==> config.mk <==
export PLATFORM = sky130hd
export DESIGN_NAME = pdcr_regs
export DESIGN_NICKNAME = d
export VERILOG_FILES = /design/src/design/pdcr_regs.v
export VERILOG_INCLUDE_DIRS = /design/src /design/src/design
export SDC_FILE = /design/constraint.sdc
export NUM_CORES = 1
export LEC_CHECK = 0
export BUFFER_PORTS_ARGS = -buffer_cell sky130_fd_sc_hd__buf_4
export CELL_PAD_IN_SITES_DETAIL_PLACEMENT = 1
export CELL_PAD_IN_SITES_GLOBAL_PLACEMENT = 1
export CORE_ASPECT_RATIO = 1.25
export CORE_UTILIZATION = 46
export CTS_CLUSTER_DIAMETER = 100
export DETAILED_ROUTE_END_ITERATION = 12
export PLACE_DENSITY = 0.88
export SETUP_SLACK_MARGIN = 0.4
export SLEW_MARGIN = 20
export SYNTH_ARGS = -nofsm -noshare
export SYNTH_HDL_FRONTEND = slang
export SYNTH_SLANG_ARGS = --single-unit
==> constraint.sdc <==
create_clock -name pclk -period 3.5 [get_ports pclk]
set_input_delay 0.7 -clock pclk [delete_from_list [all_inputs] [get_ports pclk]]
set_output_delay 0.7 -clock pclk [all_outputs]
set_load 0.005 [all_outputs]
==> src/design/pdcr_map.vh <==
// Register offsets, field positions and reset values of the peripheral DMA channel registers
`ifndef PDCR_MAP_VH
`define PDCR_MAP_VH
`define PDCR_OFF_RX_ADDR 12'h100
`define PDCR_OFF_RX_COUNT 12'h104
`define PDCR_OFF_TX_ADDR 12'h108
`define PDCR_OFF_TX_COUNT 12'h10C
`define PDCR_OFF_RX_NEXT_ADDR 12'h110
`define PDCR_OFF_RX_NEXT_COUNT 12'h114
`define PDCR_OFF_TX_NEXT_ADDR 12'h118
`define PDCR_OFF_TX_NEXT_COUNT 12'h11C
`define PDCR_OFF_CONTROL 12'h120
`define PDCR_OFF_STATE 12'h124
`define PDCR_BIT_RX_EN 0
`define PDCR_BIT_RX_DIS 1
`define PDCR_BIT_TX_EN 8
`define PDCR_BIT_TX_DIS 9
`define PDCR_RESET_ADDR 32'h0000_0000
`define PDCR_RESET_COUNT 16'h0000
`endif

==> src/design/pdcr_regs.v <==
// Peripheral DMA channel pair: APB registers, pointer and counter management, request flags
//
// Decided for this implementation: the APB interface to the registers.
`timescale 1ns/1ps
`include "pdcr_map.vh"

// Operation
// - Ten registers at 0x100 to 0x124, all reset to zero.
// - Current receive address register holds full 32-bit buffer address.
// - Receive count in bits 15:0; zero stops receive transfers.
// - Receive moves data when count is 1 to 65535 and enabled.
// - Current transmit address register holds full 32-bit buffer address.
// - Transmit count in 16-bit field; zero stops transmit transfers.
// - Transmit moves data when count is 1 to 65535 and enabled.
// - Half duplex: receive and transmit current address read the same.
// - Half duplex: receive and transmit current count read the same.
// - Next receive address register stores 32-bit following buffer address.
// - Next receive count stores 16-bit size; upper bits reserved.
// - Next transmit address register stores 32-bit following buffer address.
// - Next transmit count register stores 16-bit following buffer size.
// - Half duplex: next address and count shared between directions.
// - Control bit 0 enables receive unless bit 1 also set; zeros ignored.
// - Control bit 1 disables receive requests.
// - Control bit 8 enables transmit requests.
// - Control bit 9 disables transmit requests.
// - Half duplex: receive enable also disables transmit.
// - Half duplex: transmit enable takes effect only without receive enable.
// - Half duplex: receive disable also disables transmit.
// - Half duplex: transmit disable also disables receive.
// - Current count zero reloads from nonzero next, clearing next; else stop.
// - Address advances by 1, 2 or 4 bytes per item.
// - Status bit 0 shows receive enabled, bit 8 transmit enabled.
// - End flag at current zero; full/empty flag at current and next zero.
module pdcr_regs #(
   parameter HALF_DUPLEX = 0
)
(
   input wire pclk,
   input wire presetn,
   input wire psel,
   input wire penable,
   input wire pwrite,
   input wire [11:0] paddr,
   input wire [31:0] pwdata,
   output reg [31:0] prdata,
   output reg pready,
   output reg pslverr,
   input wire [1:0] xfer_size,
   input wire rx_item_done,
   input wire tx_item_done,
   output reg rx_request_active,
   output reg tx_request_active,
   output reg [31:0] rx_mem_addr,
   output reg [31:0] tx_mem_addr,
   output reg rx_end_flag,
   output reg rx_buffer_full_flag,
   output reg tx_end_flag,
   output reg tx_buffer_empty_flag
);

   reg [31:0] rx_addr_field;
   reg [15:0] rx_count_field;
   reg [31:0] tx_addr_field;
   reg [15:0] tx_count_field;
   reg [31:0] rx_following_addr_field;
   reg [15:0] rx_following_count_field;
   reg [31:0] tx_following_addr_field;
   reg [15:0] tx_following_count_field;
   reg rx_request_enable_state;
   reg tx_request_enable_state;
   reg next_rx_en;
   reg next_tx_en;
   reg [31:0] read_mux;
   reg read_ok;

   wire access = psel & penable & pready;
   wire wr = access & pwrite;
   wire wr_rx_addr = wr & (paddr == `PDCR_OFF_RX_ADDR);
   wire wr_rx_cnt = wr & (paddr == `PDCR_OFF_RX_COUNT);
   wire wr_tx_addr = wr & (paddr == `PDCR_OFF_TX_ADDR);
   wire wr_tx_cnt = wr & (paddr == `PDCR_OFF_TX_COUNT);
   wire wr_rxn_addr = wr & (paddr == `PDCR_OFF_RX_NEXT_ADDR);
   wire wr_rxn_cnt = wr & (paddr == `PDCR_OFF_RX_NEXT_COUNT);
   wire wr_txn_addr = wr & (paddr == `PDCR_OFF_TX_NEXT_ADDR);
   wire wr_txn_cnt = wr & (paddr == `PDCR_OFF_TX_NEXT_COUNT);
   wire wr_ctrl = wr & (paddr == `PDCR_OFF_CONTROL);
   wire hd = (HALF_DUPLEX != 0);

   // Byte step for one item
   function [31:0] step_of;
      input [1:0] size;
      begin
         case (size)
            2'b00: step_of = 32'h0000_0001;
            2'b01: step_of = 32'h0000_0002;
            default: step_of = 32'h0000_0004;
         endcase
      end
   endfunction

   // Count that still has items to move
   function live;
      input [15:0] cnt;
      begin
         live = (cnt != 16'h0000);
      end
   endfunction

   // Items only count when the channel is enabled and has work
   wire rx_go = rx_request_enable_state & live(rx_count_field);
   wire tx_go = tx_request_enable_state & live(tx_count_field);
   wire rx_step = rx_go & rx_item_done;
   // In half duplex the receive item has the channel when both strobe
   wire tx_step = tx_go & tx_item_done & ~(hd & rx_step);
   wire rx_last = rx_step & (rx_count_field == 16'h0001);
   wire tx_last = tx_step & (tx_count_field == 16'h0001);

   // Enable and disable bits of the control register
   always @*
   begin
      next_rx_en = rx_request_enable_state;
      next_tx_en = tx_request_enable_state;
      if (wr_ctrl)
      begin
         if (pwdata[`PDCR_BIT_RX_EN] & ~pwdata[`PDCR_BIT_RX_DIS])
         begin
            next_rx_en = 1'b1;
            // A shared channel serves one direction at a time
            if (hd)
            begin
               next_tx_en = 1'b0;
            end
         end
         if (pwdata[`PDCR_BIT_TX_EN] & ~pwdata[`PDCR_BIT_TX_DIS] &
            ~(hd & pwdata[`PDCR_BIT_RX_EN]))
         begin
            next_tx_en = 1'b1;
         end
         // Disables come last so that they win over enables
         if (pwdata[`PDCR_BIT_RX_DIS])
         begin
            next_rx_en = 1'b0;
            if (hd)
            begin
               next_tx_en = 1'b0;
            end
         end
         if (pwdata[`PDCR_BIT_TX_DIS])
         begin
            next_tx_en = 1'b0;
            if (hd)
            begin
               next_rx_en = 1'b0;
            end
         end
      end
   end

   always @(posedge pclk or negedge presetn)
   begin
      if (!presetn)
      begin
         rx_request_enable_state <= 1'b0;
         tx_request_enable_state <= 1'b0;
      end
      else
      begin
         rx_request_enable_state <= next_rx_en;
         tx_request_enable_state <= next_tx_en;
      end
   end

   // Pointers and counters; in half duplex both directions write both stores
   always @(posedge pclk or negedge presetn)
   begin
      if (!presetn)
      begin
         rx_addr_field <= `PDCR_RESET_ADDR;
         rx_count_field <= `PDCR_RESET_COUNT;
         tx_addr_field <= `PDCR_RESET_ADDR;
         tx_count_field <= `PDCR_RESET_COUNT;
         rx_following_addr_field <= `PDCR_RESET_ADDR;
         rx_following_count_field <= `PDCR_RESET_COUNT;
         tx_following_addr_field <= `PDCR_RESET_ADDR;
         tx_following_count_field <= `PDCR_RESET_COUNT;
      end
      else
      begin
         // Channel side: advance, count down, reload from the following buffer
         if (rx_step | (hd & tx_step))
         begin
            rx_addr_field <= rx_addr_field + step_of(xfer_size);
            rx_count_field <= rx_count_field - 16'h0001;
            if ((rx_last | (hd & tx_last)) && rx_following_count_field != 16'h0000)
            begin
               rx_addr_field <= rx_following_addr_field;
               rx_count_field <= rx_following_count_field;
               rx_following_addr_field <= `PDCR_RESET_ADDR;
               rx_following_count_field <= `PDCR_RESET_COUNT;
            end
         end

         // A shared channel moves both stores together so they never part
         if (tx_step | (hd & rx_step))
         begin
            tx_addr_field <= tx_addr_field + step_of(xfer_size);
            tx_count_field <= tx_count_field - 16'h0001;
            if ((tx_last | (hd & rx_last)) && tx_following_count_field != 16'h0000)
            begin
               tx_addr_field <= tx_following_addr_field;
               tx_count_field <= tx_following_count_field;
               tx_following_addr_field <= `PDCR_RESET_ADDR;
               tx_following_count_field <= `PDCR_RESET_COUNT;
            end
         end

         // Software writes win over a concurrent channel update
         if (wr_rx_addr | (hd & wr_tx_addr))
         begin
            rx_addr_field <= pwdata;
         end
         if (wr_tx_addr | (hd & wr_rx_addr))
         begin
            tx_addr_field <= pwdata;
         end
         if (wr_rx_cnt | (hd & wr_tx_cnt))
         begin
            rx_count_field <= pwdata[15:0];
         end
         if (wr_tx_cnt | (hd & wr_rx_cnt))
         begin
            tx_count_field <= pwdata[15:0];
         end
         if (wr_rxn_addr | (hd & wr_txn_addr))
         begin
            rx_following_addr_field <= pwdata;
         end
         if (wr_txn_addr | (hd & wr_rxn_addr))
         begin
            tx_following_addr_field <= pwdata;
         end
         if (wr_rxn_cnt | (hd & wr_txn_cnt))
         begin
            rx_following_count_field <= pwdata[15:0];
         end
         if (wr_txn_cnt | (hd & wr_rxn_cnt))
         begin
            tx_following_count_field <= pwdata[15:0];
         end
      end
   end

   // Flags to the peripheral; set wins over clear by a nonzero count write
   wire rx_clr = (wr_rx_cnt | wr_rxn_cnt | (hd & (wr_tx_cnt | wr_txn_cnt))) &
      (pwdata[15:0] != 16'h0000);
   wire tx_clr = (wr_tx_cnt | wr_txn_cnt | (hd & (wr_rx_cnt | wr_rxn_cnt))) &
      (pwdata[15:0] != 16'h0000);

   always @(posedge pclk or negedge presetn)
   begin
      if (!presetn)
      begin
         rx_end_flag <= 1'b0;
         rx_buffer_full_flag <= 1'b0;
         tx_end_flag <= 1'b0;
         tx_buffer_empty_flag <= 1'b0;
      end
      else
      begin
         // Receive flags: a set wins over a clearing write in the same cycle
         if (rx_last)
         begin
            rx_end_flag <= 1'b1;
         end
         else if (rx_clr)
         begin
            rx_end_flag <= 1'b0;
         end
         if (rx_last && rx_following_count_field == 16'h0000)
         begin
            rx_buffer_full_flag <= 1'b1;
         end
         else if (rx_clr)
         begin
            rx_buffer_full_flag <= 1'b0;
         end

         // Transmit flags, same priority
         if (tx_last)
         begin
            tx_end_flag <= 1'b1;
         end
         else if (tx_clr)
         begin
            tx_end_flag <= 1'b0;
         end
         if (tx_last && tx_following_count_field == 16'h0000)
         begin
            tx_buffer_empty_flag <= 1'b1;
         end
         else if (tx_clr)
         begin
            tx_buffer_empty_flag <= 1'b0;
         end
      end
   end

   // Request and address outputs, registered from the current state
   always @(posedge pclk or negedge presetn)
   begin
      if (!presetn)
      begin
         rx_request_active <= 1'b0;
         tx_request_active <= 1'b0;
         rx_mem_addr <= `PDCR_RESET_ADDR;
         tx_mem_addr <= `PDCR_RESET_ADDR;
      end
      else
      begin
         // A stepping item drops the request for a cycle while the count moves
         rx_request_active <= rx_go & ~rx_step;
         tx_request_active <= tx_go & ~tx_step;
         rx_mem_addr <= rx_addr_field;
         tx_mem_addr <= tx_addr_field;
      end
   end

   // Read decode; control register reads as zero
   always @*
   begin
      read_mux = 32'h0000_0000;
      read_ok = 1'b1;
      case (paddr)
         `PDCR_OFF_RX_ADDR: read_mux = rx_addr_field;
         `PDCR_OFF_RX_COUNT: read_mux = {16'h0000, rx_count_field};
         `PDCR_OFF_TX_ADDR: read_mux = tx_addr_field;
         `PDCR_OFF_TX_COUNT: read_mux = {16'h0000, tx_count_field};
         `PDCR_OFF_RX_NEXT_ADDR: read_mux = rx_following_addr_field;
         `PDCR_OFF_RX_NEXT_COUNT: read_mux = {16'h0000, rx_following_count_field};
         `PDCR_OFF_TX_NEXT_ADDR: read_mux = tx_following_addr_field;
         `PDCR_OFF_TX_NEXT_COUNT: read_mux = {16'h0000, tx_following_count_field};
         `PDCR_OFF_CONTROL: read_mux = 32'h0000_0000;
         `PDCR_OFF_STATE:
         begin
            read_mux[`PDCR_BIT_RX_EN] = rx_request_enable_state;
            read_mux[`PDCR_BIT_TX_EN] = tx_request_enable_state;
         end
         default: read_ok = 1'b0;
      endcase
   end

   // APB slave: one wait state, answer on the second access cycle
   always @(posedge pclk or negedge presetn)
   begin
      if (!presetn)
      begin
         pready <= 1'b0;
         prdata <= 32'h0000_0000;
         pslverr <= 1'b0;
      end
      else
      begin
         // pready falls after one cycle, so a held request is answered every second cycle
         pready <= psel & penable & ~pready;
         pslverr <= psel & penable & ~pready & ~read_ok;
         // prdata holds the last read answer
         if (psel & penable & ~pready & ~pwrite)
         begin
            prdata <= read_mux;
         end
      end
   end

endmodule // pdcr_regs

# After elaboration in Yosys (flattened, before gate mapping)

Index checks and enable logic that the tools add are counted.

Logic and storage cells: 153
Input port bits: 53
Bits in registers: 298
Output and inout port bits: 104

Bitwise gates (word level): 36
Reductions and logical operators: 37
$add $sub $neg: 4
Multiplexer cells: 42
Equal/unequal tests: 13

Operators with widths:

| operator              | number |
|---|---|
| $mux 32               | 14 |
| $mux 16               | 12 |
| $pmux 23 s8           | 1 |
| $eq 12x9->1 const B   | 10 |
| $reduce_bool 16->1    | 5 |
| $add 32x32->32        | 2 |
| $pmux 7 s8            | 1 |
| $reduce_bool 2->1     | 18 |
| $eq 16x1->1 const B   | 2 |
| $logic_not 16->1      | 2 |
| $sub 16x1->16 const B | 2 |
| $and 1x1->1           | 27 |
| $pmux 1 s9            | 2 |
| $reduce_and 2->1      | 6 |
| $mux 1                | 11 |
| $reduce_or 10->1      | 1 |
| $not 1->1             | 7 |
| $pmux 3 s2            | 1 |
| $logic_and 1x1->1     | 4 |
| $eq 2x1->1 const B    | 1 |
| $logic_not 2->1       | 1 |
| $or 1x1->1            | 2 |

# Longest topological paths before layout

Depth in word-level cells: 8
Mapped depth: 11
Mapped depth without buffers: 9

# Worst setup path after synthesis

Ideal clock, no wire load.

Path kind: input-to-reg
Start: input port xfer_size[1]
End: register tx_addr_field[22]
Stages: 11
Arrival time: 2669 ps
Library setup time: 125 ps
Buffers on the path: 2
Data required time: 3375 ps
Path slack: 706 ps
Cell sequence: clkbuf_1 -> nand2b_1 -> xnor2_1 -> ha_1 -> a211oi_1 -> nor3b_1 -> clkbuf_1 -> nand4_1 -> xnor2_1 -> o221ai_1 -> nand2_1

Cells in the longest elaborated chain, start to end: 7
Elaborated cells between the ends (all ways): 8
Those cells by class: add/sub (1); eq/ne (1); mux (5); reduce/logical (1)

Ends and longest elaborated chain:

| item                                          | RTL line        | RTL |
|---|---|---|
| start, declared                               | pdcr_regs.v:48  | `input wire [1:0] xfer_size,` |
| $eq 2x1->1 or $logic_not 2->1 (tied branches) | pdcr_regs.v:93  | `case (size)` |
| $pmux 3 s2 *                                  | pdcr_regs.v:93  |  |
| $mux 32 *                                     | pdcr_regs.v:204 | `if (tx_step \| (hd & rx_step))` |
| $add 32x32->32 *                              | pdcr_regs.v:206 | `tx_addr_field <= tx_addr_field + step_of(xfer_size);` |
| $mux 32 *                                     | pdcr_regs.v:208 | `if ((tx_last \| (hd & rx_last)) && tx_following_count_field != 16'h0000)` |
| $mux 32 *                                     | pdcr_regs.v:204 |  |
| $mux 32 *                                     | pdcr_regs.v:222 | `if (wr_tx_addr \| (hd & wr_rx_addr))` |
| end signal, assigned                          | pdcr_regs.v:206 |  |
| end signal, assigned                          | pdcr_regs.v:210 | `tx_addr_field <= tx_following_addr_field;` |
| end signal, assigned                          | pdcr_regs.v:224 | `tx_addr_field <= pwdata;` |
| end, declared                                 | pdcr_regs.v:63  | `reg [31:0] tx_addr_field;` |

Mark *: on every way between the ends. The rest lies on a longest branch, timed or not. The select of a mux whose other input is x is not followed.
A chain may end at the register's enable or synchronous reset.

# Final worst setup path

Start: register tx_count_field[4]
End: register tx_addr_field[12]

Cells in the longest elaborated chain, start to end: 8
Elaborated cells between the ends (all ways): 10
Those cells by class: eq/ne (1); mux (3); bitwise (3); reduce/logical (3)

Ends and longest elaborated chain:

| item                   | RTL line        | RTL |
|---|---|---|
| start, declared        | pdcr_regs.v:64  | `reg [15:0] tx_count_field;` |
| start signal, assigned | pdcr_regs.v:181 | `` tx_count_field <= `PDCR_RESET_COUNT; `` |
| start signal, assigned | pdcr_regs.v:207 | `tx_count_field <= tx_count_field - 16'h0001;` |
| start signal, assigned | pdcr_regs.v:211 | `tx_count_field <= tx_following_count_field;` |
| $reduce_bool 16->1     | pdcr_regs.v:105 | `live = (cnt != 16'h0000);` |
| $and 1x1->1            | pdcr_regs.v:111 | `wire tx_go = tx_request_enable_state & live(tx_count_field);` |
| $and 1x1->1            | pdcr_regs.v:114 | `wire tx_step = tx_go & tx_item_done & ~(hd & rx_step);` |
| $and 1x1->1            | pdcr_regs.v:116 | `wire tx_last = tx_step & (tx_count_field == 16'h0001);` |
| $logic_and 1x1->1      | pdcr_regs.v:208 |  |
| $mux 32                | pdcr_regs.v:208 |  |
| $mux 32                | pdcr_regs.v:204 |  |
| $mux 32                | pdcr_regs.v:222 |  |

Parallel ways exist; a longest one is shown, timed or not. The select of a mux whose other input is x is not followed.

==> impl_summary.log <==
[metrics] mean instance size in the synthesized netlist: 9.56 µm²
[metrics] I/O Pins: roughly 160
[metrics] Layout Cells excl Fill: 2157
[metrics] count of antenna diodes in the layout: 0
[metrics] Final Hold Viols: 0
[metrics] per-cell via count in the routed design: between 6 and 7
[metrics] Worst Setup End Kind: flop
[metrics] first-pass GRT wire length: 95800 µm
[metrics] vias: ~15k
[metrics] P&R area growth vs syn: 18.6%
[metrics] worst slack, placed: 0.378 ns
[metrics] clock skew after layout: 0.0301 ns
[metrics] outcome: finished clean
[metrics] Worst Slack Setup Final: between 0.5 and 0.6 ns
[metrics] H-Tree Depth: 1
[metrics] most congested layer reported by global routing: met2
[metrics] cell row count: 74
[metrics] most used standard cells in the synthesized netlist: dfrtp_1 (298), nand2_1 (255), o21ai_0 (161)
[metrics] total of warnings raised by yosys: 0
[metrics] effective utilization at floorplan: 0.466
[metrics] Synth Flop Type: dfrtp_1
[metrics] data arrival at the endpoint of the critical path: around 3.4 ns
[metrics] Leakage Power: 8.23 nW
[metrics] biggest cell delay along the critical path: about 0.7 ns
[metrics] source-to-sink clock delay at the later pin of the worst-skew pair: between 0.5 and 0.6 ns
[metrics] launch point of the worst reg-to-reg path: tx_count_field[4]$_DFFE_PN0P_
[metrics] maximum achievable frequency: 0.342 GHz
[metrics] maximum number of pins on one net before global-route repair: 81
[metrics] cell types with the largest area share after synthesis: dfrtp_1 (49%), nand2_1 (6.3%), o21ai_0 (5.3%)
[metrics] unrepaired setup endpoints after global routing: false
[metrics] distinct cell type count of the synthesized netlist: 61
[metrics] biggest area consumer among synthesized cells: dfrtp_1
[metrics] Util after Layout: 0.553
[metrics] fraction of synthesis flops using an asynchronous set or reset pin: 1.00
[metrics] CORE AREA: ~0.033 mm²
[metrics] I/O Buffers: 156
[metrics] chip width: approximately 160 µm
[metrics] Post-Syn Area: 0.0152 mm²
[metrics] clock buffer count from CTS: 31
[metrics] fraction of layout cells with a size suffix above 1: 0.183
[metrics] Max Cap Viol: 0
[metrics] deepest clock path buffer count: 3
[metrics] biggest fanout along the worst timing path: 40
[metrics] most repeated cell in the gate-level netlist after synthesis: dfrtp_1
[metrics] Slowest-stage cell, CP: or4_1
[metrics] total power divided by cell area: 395 mW/mm²
[metrics] number of pins exceeding their max-slew limit in the final report: 0
[metrics] post-synthesis cell count: around 1.6k
[metrics] endpoints failing setup: 0
[metrics] post-layout minimum cycle time: 2.92 ns
[metrics] CP Launch Type: flop
[metrics] GR Layer Usage met2: 0.623
[metrics] nets in the synthesized netlist: 1649
[metrics] WL final: approximately 64000 µm
[metrics] TritonCTS clock tree: built
[metrics] global-route met3 utilization: 0.0506
[metrics] portion of synthesized cell area occupied by the leading cell type: 0.491
[metrics] clock edge transition at the registers on the reported setup and hold paths: 0.07 ns
[metrics] antenna violations before repair: 0
[metrics] floorplan die area: 0.0338 mm²
[metrics] Final Wtd Congestion: 0.974
[metrics] violation count after the first detailed-routing iteration: 1640
[metrics] leftover overflow at the end of global routing: 0
[metrics] count of hold-fix buffers inserted at cts: 0
[metrics] DP Wirelength: approximately 43000 µm
[metrics] Pre-Repair DR Iteration Count: 5
[metrics] number of storage elements in the synthesis netlist: slightly below 300
[metrics] master cell of the clock root buffer: clkbuf_16
[metrics] timing startpoint of the critical path: tx_count_field[4]$_DFFE_PN0P_
[metrics] number of placed cells counting well taps: 2101
[metrics] via count of the first global-routing pass: ~15k
[metrics] number of enable flip-flop cells after synthesis: 0
[metrics] hold crit path type: in -> async
[metrics] cell depth of the worst flop-to-flop path: 7
[metrics] worst slew margin relative to its limit: 0.433
[metrics] worst-margin pin slew: 0.842 ns
[metrics] maximum VDD drop: 0.000386 V
[metrics] type of the worst setup path: reg -> reg
[metrics] reg-to-reg critical path endpoint: tx_addr_field[12]$_DFFE_PN0P_
[metrics] per-cell routed wire length: 29.6 µm
[metrics] vertical die dimension: 205 µm
[metrics] setup slack of the most critical reg-to-reg path: 0.58 ns
[metrics] share of the cycle needed by the critical path after routing: 0.835
[metrics] antenna violation net count after detailed routing: 0
[metrics] Global Route met1 Usage: 0.466
[metrics] sequential element share of the synthesized area: 0.491
[metrics] post-detailed-route DRC marker count: 0
[metrics] clock tree sinks: 298
[metrics] summed negative setup slack over all endpoints: 0 ns
[metrics] required time at the endpoint of the critical path: just under 4 ns
[metrics] layout net count: around 1.8k
[metrics] GRT Util Overall: 0.383
[metrics] CP Cell Sequence: or4_1 -> nor4_4 -> nand3_4 -> or2_2 -> buf_4 -> mux2i_1 -> o21ai_0
## critical path, delay by kind of cell, from the launching register on
family / cells / cell delay [ns]
AO/OA/AOI/OAI: 1 / 0.12
buffers and inverters: 1 / 0.30
flip-flops: 1 / 0.47
multiplexers: 1 / 0.28
AND/OR/NAND/NOR: 4 / 1.60
## what timing repair did
item                                    in CTS  in global routing
resized for setup                            1                  3
endpoints found under the setup margin      11                 30
setup buffers                                0                  2
pin swaps                                    0                  1
## layout make-up
class / count / area (µm²)
Clock inverter: 15 / 158
Tap cell: 418 / 523
Multi-Input combinational cell: 1150 / 7220
Sequential cell: 298 / 7460
Fill cell: 3695 / 14600
Inverter: 13 / 48.8
Clock buffer: 39 / 846
Timing Repair Buffer: 224 / 1760
## per-layer routing
layer / wire length [µm] / vias up
met5: 0 / -
met4: 5340 / 0
met3: 5340 / 265
met2: 30200 / 1013
met1: 22900 / 7617
li1: - / 6124
## how the worst max path moves through the flow
stage                                    end  slack [ns]  cells past startpoint
6_report       tx_addr_field[12]$_DFFE_PN0P_        0.58                      7
2_1_floorplan  tx_addr_field[22]$_DFFE_PN0P_        0.71                     11
4_1_cts         tx_addr_field[5]$_DFFE_PN0P_        0.45                      7
3_3_place_gp   tx_count_field[3]$_DFFE_PN0P_        0.46                      6
3_5_place_dp   tx_count_field[4]$_DFFE_PN0P_        0.38                      6
5_1_grt        tx_addr_field[12]$_DFFE_PN0P_        0.45                      7
## placed cells by master, fill, tap and decap left out, types with 14 or more instances in the layout
cell type and instances:
nor3_1 15, a221oi_1 28, nor4_1 23, a22oi_1 62
xor2_1 24, nand3_1 80, a21oi_1 52, a221o_1 33
o21ai_0 161, clkbuf_16 31, mux2i_1 30, buf_4 217
nand4_1 34, xnor2_1 49, and3_1 14, a211oi_1 17
dfrtp_1 298, nor2_1 68, a22o_1 32, nand2_1 255
## state kept, by name, indices dropped and copies added, names as in the netlist, 16 cells and up
register	cells
tx_count_field	16
rx_mem_addr	32
tx_following_count_field	16
rx_count_field	16
rx_following_addr_field	32
tx_addr_field	32
tx_following_addr_field	32
rx_following_count_field	16
tx_mem_addr	32
rx_addr_field	32
prdata	32
## kinds of logic after synthesis
family / count (synthesis) / share of synthesized area
multiplexers: 54 / 0.0472
AO/OA/AOI/OAI: 462 / 0.204
adder cells (fa/ha/maj): 8 / 0.00659
XOR/XNOR: 73 / 0.0421
buffers and inverters: 140 / 0.0374
flip-flops: 298 / 0.491
AND/OR/NAND/NOR: 553 / 0.172
## through the flow
stage / hold WS, ns / power (mW) / area (µm²)
2_1_floorplan: 0.352 / 3.60 / 15200
3_3_place_gp: 0.441 / 3.82 / 17000
3_5_place_dp: 0.461 / 3.82 / 17000
4_1_cts: 0.160 / 7.12 / 18000
5_1_grt: 0.182 / 7.27 / 18000
6_report: 0.139 / 7.11 / 18000
## power breakdown
part           switching, mW  internal [mW]  total [mW]
clock                   1.43           1.92        3.34
sequential           0.00441           3.45        3.45
combinational          0.231         0.0825       0.314
total                   1.66           5.45        7.11
No activity file was read; power rests on OpenSTA's default activity.
